$ cat src/verilog/rta_trim_alarm_map.vh
`ifndef RTA_TRIM_ALARM_MAP_VH
`define RTA_TRIM_ALARM_MAP_VH

// ****************************************************************
// Register addresses on the serial link.
// ****************************************************************
`define RTA_ADDR_TRIM        4'h7
`define RTA_ADDR_WK_MINUTE   4'h8
`define RTA_ADDR_WK_HOUR     4'h9
`define RTA_ADDR_WK_DAYMASK  4'hA
`define RTA_ADDR_DY_MINUTE   4'hB
`define RTA_ADDR_DY_HOUR     4'hC

// ****************************************************************
// Field positions and reset values.
// ****************************************************************
`define RTA_TRIM_SEL_BIT     7
`define RTA_TRIM_SIGN_BIT    6
`define RTA_TRIM_RESET       8'h00
`define RTA_ALARM_RESET      7'h00
`define RTA_MINUTE_MASK      8'h7F
`define RTA_HOUR_MASK        8'h3F
`define RTA_DAYMASK_MASK     8'h7F

// ****************************************************************
// Transfer format nibble of the command byte.
// ****************************************************************
`define RTA_FMT_READ_BIT     2
`define RTA_FMT_SINGLE_BIT   3

// ****************************************************************
// Timekeeping counts.
// ****************************************************************
`define RTA_PULSES_NOMINAL   16'h8000
`define RTA_SEC_00           7'h00
`define RTA_SEC_20           7'h20
`define RTA_SEC_40           7'h40

`endif

$ cat src/verilog/rta_trim_alarm.v
`include "rta_trim_alarm_map.vh"

module rta_trim_alarm #(parameter [15:0] PULSES_NOMINAL = `RTA_PULSES_NOMINAL) (
  input  wire       clk,
  input  wire       resetn,
  input  wire       ser_ce,
  input  wire       ser_sclk,
  input  wire       ser_sio_i,
  output reg        ser_sio_o,
  output reg        ser_sio_oe,
  input  wire       osc_in,
  input  wire [6:0] sec_bcd,
  input  wire [6:0] cur_minute,
  input  wire [5:0] cur_hour,
  input  wire [2:0] cur_weekday,
  output reg        second_tick,
  output reg        weekly_alarm_match,
  output reg        daily_alarm_match,
  output reg        trim_active
);

  // ****************************************************************
  // Reset release and pin synchronisers.
  // ****************************************************************
  reg  [1:0] rst_q;
  reg  [1:0] ce_sync_q;
  reg  [1:0] sclk_sync_q;
  reg  [1:0] sio_sync_q;
  reg  [1:0] osc_sync_q;
  reg        ce_prev_q;
  reg        sclk_prev_q;
  reg        osc_prev_q;
  wire       rst_n = rst_q[1];

  // Reset is asserted at once and released two edges later.
  always @(posedge clk or negedge resetn)
  begin
    if (!resetn)
      rst_q <= 2'b00;
    else
      rst_q <= {rst_q[0], 1'b1};
  end

  // Each serial pin and osc_in passes two flops; edge detectors only see the second.
  always @(posedge clk or negedge rst_n)
  begin
    if (!rst_n)
    begin
      ce_sync_q   <= 2'b00;
      sclk_sync_q <= 2'b00;
      sio_sync_q  <= 2'b00;
      osc_sync_q  <= 2'b00;
      ce_prev_q   <= 1'b0;
      sclk_prev_q <= 1'b0;
      osc_prev_q  <= 1'b0;
    end
    else
    begin
      ce_sync_q   <= {ce_sync_q[0], ser_ce};
      sclk_sync_q <= {sclk_sync_q[0], ser_sclk};
      sio_sync_q  <= {sio_sync_q[0], ser_sio_i};
      osc_sync_q  <= {osc_sync_q[0], osc_in};
      ce_prev_q   <= ce_sync_q[1];
      sclk_prev_q <= sclk_sync_q[1];
      osc_prev_q  <= osc_sync_q[1];
    end
  end

  wire ce     = ce_sync_q[1];
  wire ce_up  = ce & ~ce_prev_q;
  wire sck_up = sclk_sync_q[1] & ~sclk_prev_q;
  wire sck_dn = ~sclk_sync_q[1] & sclk_prev_q;
  wire osc_up = osc_sync_q[1] & ~osc_prev_q;

  // ****************************************************************
  // Register storage.
  // ****************************************************************
  reg  [7:0] trim_q;
  reg  [6:0] wk_minute_q;
  reg  [5:0] wk_hour_q;
  reg  [6:0] wk_daymask_q;
  reg  [6:0] dy_minute_q;
  reg  [5:0] dy_hour_q;

  // Read data; unimplemented bits and foreign addresses read zero.
  function [7:0] reg_read;
    input [3:0] a;
    begin
      case (a)
        `RTA_ADDR_TRIM:       reg_read = trim_q;
        `RTA_ADDR_WK_MINUTE:  reg_read = {1'b0, wk_minute_q};
        `RTA_ADDR_WK_HOUR:    reg_read = {2'b00, wk_hour_q};
        `RTA_ADDR_WK_DAYMASK: reg_read = {1'b0, wk_daymask_q};
        `RTA_ADDR_DY_MINUTE:  reg_read = {1'b0, dy_minute_q};
        `RTA_ADDR_DY_HOUR:    reg_read = {2'b00, dy_hour_q};
        default:              reg_read = 8'h00;
      endcase
    end
  endfunction

  // ****************************************************************
  // Three-wire serial slave.
  // ****************************************************************
  reg        in_rise_q;
  reg  [2:0] bit_cnt_q;
  reg  [6:0] in_sh_q;
  reg  [7:0] out_sh_q;
  reg        data_ph_q;
  reg        rd_q;
  reg        single_q;
  reg  [3:0] addr_q;

  wire       in_edge  = ce & (in_rise_q ? sck_up : sck_dn);
  wire       out_edge = ce & (in_rise_q ? sck_dn : sck_up);
  wire [7:0] in_byte  = {in_sh_q, sio_sync_q[1]};
  wire       byte_end = in_edge & (bit_cnt_q == 3'h7);
  wire [3:0] addr_nx  = addr_q + 4'h1;

  // Bytes are taken MSB first; the first byte after CE is a command.
  always @(posedge clk or negedge rst_n)
  begin
    if (!rst_n)
    begin
      in_rise_q  <= 1'b0;
      bit_cnt_q  <= 3'h0;
      in_sh_q    <= 7'h00;
      out_sh_q   <= 8'h00;
      data_ph_q  <= 1'b0;
      rd_q       <= 1'b0;
      single_q   <= 1'b0;
      addr_q     <= 4'h0;
      ser_sio_o  <= 1'b0;
      ser_sio_oe <= 1'b0;
    end
    else if (!ce)
    begin
      bit_cnt_q  <= 3'h0;
      data_ph_q  <= 1'b0;
      ser_sio_oe <= 1'b0;
    end
    else
    begin
      if (ce_up)
        in_rise_q <= sclk_sync_q[1];
      if (in_edge)
      begin
        bit_cnt_q <= bit_cnt_q + 3'h1;
        in_sh_q   <= in_byte[6:0];
      end
      if (out_edge && data_ph_q && rd_q)
      begin
        ser_sio_o <= out_sh_q[7];
        out_sh_q  <= {out_sh_q[6:0], 1'b0};
      end
      if (byte_end)
      begin
        if (!data_ph_q)
        begin
          addr_q     <= in_byte[7:4];
          rd_q       <= in_byte[`RTA_FMT_READ_BIT];
          single_q   <= in_byte[`RTA_FMT_SINGLE_BIT];
          data_ph_q  <= 1'b1;
          out_sh_q   <= reg_read(in_byte[7:4]);
          ser_sio_oe <= in_byte[`RTA_FMT_READ_BIT];
        end
        else if (single_q)
        begin
          data_ph_q  <= 1'b0;
          ser_sio_oe <= 1'b0;
        end
        else
        begin
          addr_q   <= addr_nx;
          out_sh_q <= reg_read(addr_nx);
        end
      end
    end
  end

  // Write strobe for a completed data byte of a write transfer.
  wire       wr_stb  = byte_end & data_ph_q & ~rd_q;
  wire [3:0] wr_addr = addr_q;
  wire [7:0] wr_data = in_byte;
  wire       trim_wr = wr_stb & (wr_addr == `RTA_ADDR_TRIM);

  // Register writes; bits with no storage are dropped.
  always @(posedge clk or negedge rst_n)
  begin
    if (!rst_n)
    begin
      trim_q       <= `RTA_TRIM_RESET;
      wk_minute_q  <= `RTA_ALARM_RESET;
      wk_hour_q    <= 6'h00;
      wk_daymask_q <= `RTA_ALARM_RESET;
      dy_minute_q  <= `RTA_ALARM_RESET;
      dy_hour_q    <= 6'h00;
    end
    else if (wr_stb)
    begin
      case (wr_addr)
        `RTA_ADDR_TRIM:       trim_q       <= wr_data;
        `RTA_ADDR_WK_MINUTE:  wk_minute_q  <= wr_data[6:0];
        `RTA_ADDR_WK_HOUR:    wk_hour_q    <= wr_data[5:0];
        `RTA_ADDR_WK_DAYMASK: wk_daymask_q <= wr_data[6:0];
        `RTA_ADDR_DY_MINUTE:  dy_minute_q  <= wr_data[6:0];
        `RTA_ADDR_DY_HOUR:    dy_hour_q    <= wr_data[5:0];
        default:              trim_q       <= trim_q;
      endcase
    end
  end

  // ****************************************************************
  // Second length with trim correction.
  // ****************************************************************
  wire [5:0]  mag     = trim_q[5:0];
  wire [15:0] len_up  = {9'h000, mag - 6'h01, 1'b0};
  wire [15:0] len_dn  = {8'h00, {1'b0, ~mag} + 7'h01, 1'b0};
  wire [15:0] len_cor = (mag == 6'h00) ? PULSES_NOMINAL :
                        trim_q[`RTA_TRIM_SIGN_BIT] ? PULSES_NOMINAL - len_dn :
                        PULSES_NOMINAL + len_up;
  wire        sec_q00 = (sec_bcd == `RTA_SEC_00);
  wire        sec_qual = trim_q[`RTA_TRIM_SEL_BIT] ? sec_q00 :
                         (sec_q00 || sec_bcd == `RTA_SEC_20 ||
                          sec_bcd == `RTA_SEC_40);

  reg  [15:0] pulse_cnt_q;
  reg  [15:0] len_q;
  reg         load_q;
  reg         skip_q;
  reg         in_qual_q;

  // Counts oscillator pulses; the oscillator itself is never touched.
  always @(posedge clk or negedge rst_n)
  begin
    if (!rst_n)
    begin
      pulse_cnt_q <= 16'h0000;
      second_tick <= 1'b0;
    end
    else
    begin
      second_tick <= 1'b0;
      if (osc_up)
      begin
        if (pulse_cnt_q >= len_q - 16'h0001)
        begin
          pulse_cnt_q <= 16'h0000;
          second_tick <= 1'b1;
        end
        else
          pulse_cnt_q <= pulse_cnt_q + 16'h0001;
      end
    end
  end

  // Length is chosen once the seconds counter shows the new second.
  always @(posedge clk or negedge rst_n)
  begin
    if (!rst_n)
    begin
      len_q       <= PULSES_NOMINAL;
      load_q      <= 1'b0;
      skip_q      <= 1'b0;
      in_qual_q   <= 1'b0;
      trim_active <= 1'b0;
    end
    else
    begin
      load_q <= second_tick;
      if (trim_wr)
        skip_q <= 1'b1;
      else if (load_q)
        skip_q <= 1'b0;
      if (load_q)
      begin
        in_qual_q <= sec_qual;
        if (sec_qual && !skip_q && !trim_wr)
        begin
          len_q       <= len_cor;
          trim_active <= (len_cor != PULSES_NOMINAL);
        end
        else
        begin
          len_q       <= PULSES_NOMINAL;
          trim_active <= 1'b0;
        end
      end
      else if (trim_wr && in_qual_q)
      begin
        len_q       <= PULSES_NOMINAL;
        trim_active <= 1'b0;
      end
    end
  end

  // ****************************************************************
  // Alarm comparison.
  // ****************************************************************
  wire [7:0] day_mask_ext = {1'b0, wk_daymask_q};
  wire       day_hit      = day_mask_ext[cur_weekday];

  // Raw BCD compare, so 12-hour codes 12 and 32 match directly.
  always @(posedge clk or negedge rst_n)
  begin
    if (!rst_n)
    begin
      weekly_alarm_match <= 1'b0;
      daily_alarm_match  <= 1'b0;
    end
    else
    begin
      weekly_alarm_match <= day_hit && (wk_daymask_q != 7'h00) &&
                            (cur_minute == wk_minute_q) &&
                            (cur_hour == wk_hour_q);
      daily_alarm_match  <= (cur_minute == dy_minute_q) &&
                            (cur_hour == dy_hour_q);
    end
  end

endmodule // rta_trim_alarm

$ cat config.mk
export PLATFORM = sky130hd
export DESIGN_NAME = rta_trim_alarm
export DESIGN_NICKNAME = d
export VERILOG_FILES = /design/src/verilog/rta_trim_alarm.v
export VERILOG_INCLUDE_DIRS = /design/src /design/src/verilog
export SDC_FILE = /design/constraint.sdc
export NUM_CORES = 1
export LEC_CHECK = 0
export BUFFER_PORTS_ARGS = -buffer_cell sky130_fd_sc_hd__buf_2
export CAP_MARGIN = 10
export CORE_MARGIN = 8
export CORE_UTILIZATION = 30
export CTS_CLUSTER_DIAMETER = 40
export DETAILED_ROUTE_END_ITERATION = 10
export HOLD_SLACK_MARGIN = 0.12
export PLACE_DENSITY = 0.5
export SYNTH_ARGS = -nofsm -noshare
export SYNTH_HDL_FRONTEND = slang
export SYNTH_SLANG_ARGS = --single-unit
$ cat constraint.sdc
create_clock -name clk -period 4.7 [get_ports clk]
set_clock_uncertainty 0.1 [all_clocks]
set_input_delay 0.705 -clock clk [delete_from_list [all_inputs] [get_ports clk]]
set_output_delay 0.705 -clock clk [all_outputs]
set_load 0.01 [all_outputs]
==> impl_metrics.env <==
export IMPL_io_buffer_count=34
export IMPL_critPathBufInv=1
export IMPL_crit_family="simple AND/OR/NAND/NOR gates"
export IMPL_synth_top_area_share_pct=43.2
export IMPL_path_max_fanout=10
export IMPL_switching_power_mw=1.02
export IMPL_fin_util_pct=35.0
export IMPL_arrival_ns=3.75
export IMPL_cpMaxStageDelayCell="or4b_2"
export IMPL_die_h_um=166
export IMPL_dr_pass1_iters=5
export IMPL_crit_top_cell="ha_1"
export IMPL_power_leakage_nw=3.57
export IMPL_final_max_slew_violation_count=0
export IMPL_rrSetupSlack_ns=1.13
export IMPL_path_clk_slew_ns=0.06
export IMPL_cts_resized=0
export IMPL_rsz0062_at_grt="no"
export IMPL_pin_count=35
export IMPL_diodes=0
export IMPL_ctsLongestPathBuffers=2
export IMPL_setup_viol=0
export IMPL_cp_slowest_stage_delay_ns=0.60
export IMPL_slew_headroom_pct=30.7
export IMPL_dp_hpwl_mm=12.6
export IMPL_wl_per_cell_um=17.5
export IMPL_synth_cell_type_count=66
export IMPL_cts_sinks=118
export IMPL_coreArea_um2=22400
export IMPL_track_usage_pct=13.0
export IMPL_numCtsBuffers=17
export IMPL_synth_cells=674
export IMPL_synth_nets=730
export IMPL_reg2reg_depth=13
export IMPL_crit_type="reg2reg"
export IMPL_fin_crit_ns=3.57
export IMPL_cp_end_kind="flip-flop"
export IMPL_power_share_sequential_pct=42.3
export IMPL_drt_total_wl_mm=17.6
export IMPL_p_sw_share_pct=31.8
export IMPL_cts_tree="done"
export IMPL_place_congestion=0.839
export IMPL_powerDensity_nw_per_um2=407
export IMPL_synth_most_common_cell="dfrtp_1"
export IMPL_start_util_pct=30.2
export IMPL_worstReg2RegStart="trim_q[0]"
export IMPL_finalCritPeriodShare_pct=75.9
export IMPL_avgViaCountPerCell=5.23
export IMPL_synth_edf_count=0
export IMPL_yosysTopAreaCell="dfrtp_1"
export IMPL_synth_area_leaders="dfrtp_1 (43%), mux2_2 (7.8%), ha_1 (5.0%)"
export IMPL_syn_avg_cell_area_um2=10.1
export IMPL_min_path_type="reg2reg"
export IMPL_htree_levels=4
export IMPL_ys_seq_elements=118
export IMPL_globalRouteOverflowTotal=0
export IMPL_chipWidth_um=166
export IMPL_netlist_area_um2=6780
export IMPL_syn_to_final_growth_pct=16.0
export IMPL_crit_path_cell_trace="inv_1 -> ha_1 -> nand2b_1 -> o21ai_0 -> a31oi_1 -> nor2_1 -> and2_1 -> ha_1 -> nand4b_1 -> a21oi_1 -> or4b_2 -> a211oi_1 -> o211ai_1"
export IMPL_combPwrFrac_pct=14.6
export IMPL_clk_latency_ns=0.42
export IMPL_yosys_warnings=0
export IMPL_drt_initial_drc_count=405
export IMPL_fmax_ghz=0.280
export IMPL_row_count=55
export IMPL_critPathRequiredTime_ns=4.89
export IMPL_drive_gt1_share_pct=18.5
export IMPL_status="completed"
export IMPL_vdd_drop_max_uv=180
export IMPL_vias=5242
export IMPL_tightest_slew_ns=1.04
export IMPL_grt_max_degree=73
export IMPL_layout_nets=761
export IMPL_synth_seq_area_share_pct=43.6
export IMPL_hold_violations=0
export IMPL_grt_pass1_wl_mm=28.9
export IMPL_ys_top_cells_by_count="dfrtp_1 (117), nand2_1 (68), mux2_2 (47)"
export IMPL_holdPathEnd="osc_sync_q[1]"
export IMPL_holdPathStages=0
export IMPL_hp_start="osc_sync_q[0]"
export IMPL_die_area_um2=27700
export IMPL_r2r_end="trim_active"
export IMPL_route_antenna_remaining_nets=0
export IMPL_synthFlopType="dfrtp_1"
export IMPL_max_cap_violations=0
export IMPL_critPathLaunchType="flip-flop"
export IMPL_p_int_mw=2.18
export IMPL_grt_pass1_vias=5292
export IMPL_async_reset_ff_share_pct=100
export IMPL_antenna_found_initial=0
export IMPL_setup_tns_ns=0
export IMPL_clock_power_share_pct=43.1
export IMPL_drcViolationCount=0
export IMPL_cts_root_buf="clkbuf_16"
[stage by stage]
step	hold WS (ns)	setup WS [ns]	total power [mW]	std cells	instance area (µm²)
finish	0.243	1.13	3.20	1003	7860
detailed placement	0.235	1.16	1.84	970	7230
global route	0.255	0.860	3.37	1003	7860
CTS	0.250	1.14	3.24	1003	7860
global placement	0.232	1.27	1.84	970	7230
floorplan	0.231	1.07	1.67	674	6780
[logic make-up (layout without fill, tap and decap cells)]
group,count (synthesis),after routing,synth area share (%)
mux,55,55,9.73
fa+ha+maj,27,27,4.98
flops,118,118,43.6
buf+inv,43,87,2.44
other cells,1,1,0.0553
simple gates,223,223,16.9
xor+xnor,55,55,7.11
compound gates,152,152,15.2
[registers in the layout, summed over array words and instances (netlist names), 3 cells and up]
register,count
dy_hour_q,6
in_sh_q,7
bit_cnt_q,3
dy_minute_q,7
wk_daymask_q,7
addr_q,4
len_q,13
pulse_cnt_q,16
trim_q,8
wk_minute_q,7
out_sh_q,8
wk_hour_q,6
[cell usage in the layout (no fill, tap or decap), types with 5 or more instances in the layout]
cell	count
clkbuf_16	17
xor2_1	32
nand2_1	68
dfrtp_1	116
nand3b_1	5
nand4_1	11
nor2b_1	15
buf_2	34
a21o_1	9
nand3_1	23
xnor2_1	23
nor3_1	9
a31oi_1	5
a21oi_1	37
a22o_1	5
nand2b_1	7
nor4_1	10
inv_1	16
nor2_1	46
o21ai_0	37
a22oi_1	13
mux2_2	47
ha_1	27
and2_1	6
a32o_1	5
[what timing repair did]
item                      CTS  global route
hold buffers                1             0
hold endpoints to repair    2             0
buffers inserted            0             0
[worst max path at each step]
stage / start / end / slack [ns] / cells after the start
2_1_floorplan: rst_q[1] / addr_q[0] / 1.07 / 0
3_3_place_gp: trim_q[0] / trim_active / 1.27 / 13
3_5_place_dp: trim_q[0] / trim_active / 1.16 / 13
4_1_cts: trim_q[0] / trim_active / 1.14 / 13
5_1_grt: trim_q[0] / trim_active / 0.86 / 11
6_report: trim_q[0] / trim_active / 1.13 / 13
[power by group through the flow]
stage	Sequential, mW	Clock (mW)	Combinational, mW
3_5_place_dp	1.37	0	0.469
3_3_place_gp	1.38	0	0.465
4_1_cts	1.36	1.41	0.473
6_report	1.35	1.38	0.467
5_1_grt	1.38	1.45	0.533
2_1_floorplan	1.22	0	0.446
[layout make-up]
cell class | instances | area (µm²)
fill | 2258 | 14600
tap | 285 | 357
sequential | 118 | 2960
clock buffer | 17 | 425
multi-input combinational | 513 | 3660
timing repair buffer | 39 | 210
inverter | 16 | 60.1
clock inverter | 15 | 194
[metal layers]
layer / global-route usage [%] / wire [µm]
met1: 15.9 / 8120
met2: 22.2 / 8510
met3: 3.19 / 674
met4: 3.72 / 285
met5: 0 / 0
Note: power is estimated with default switching activity, not from simulation.
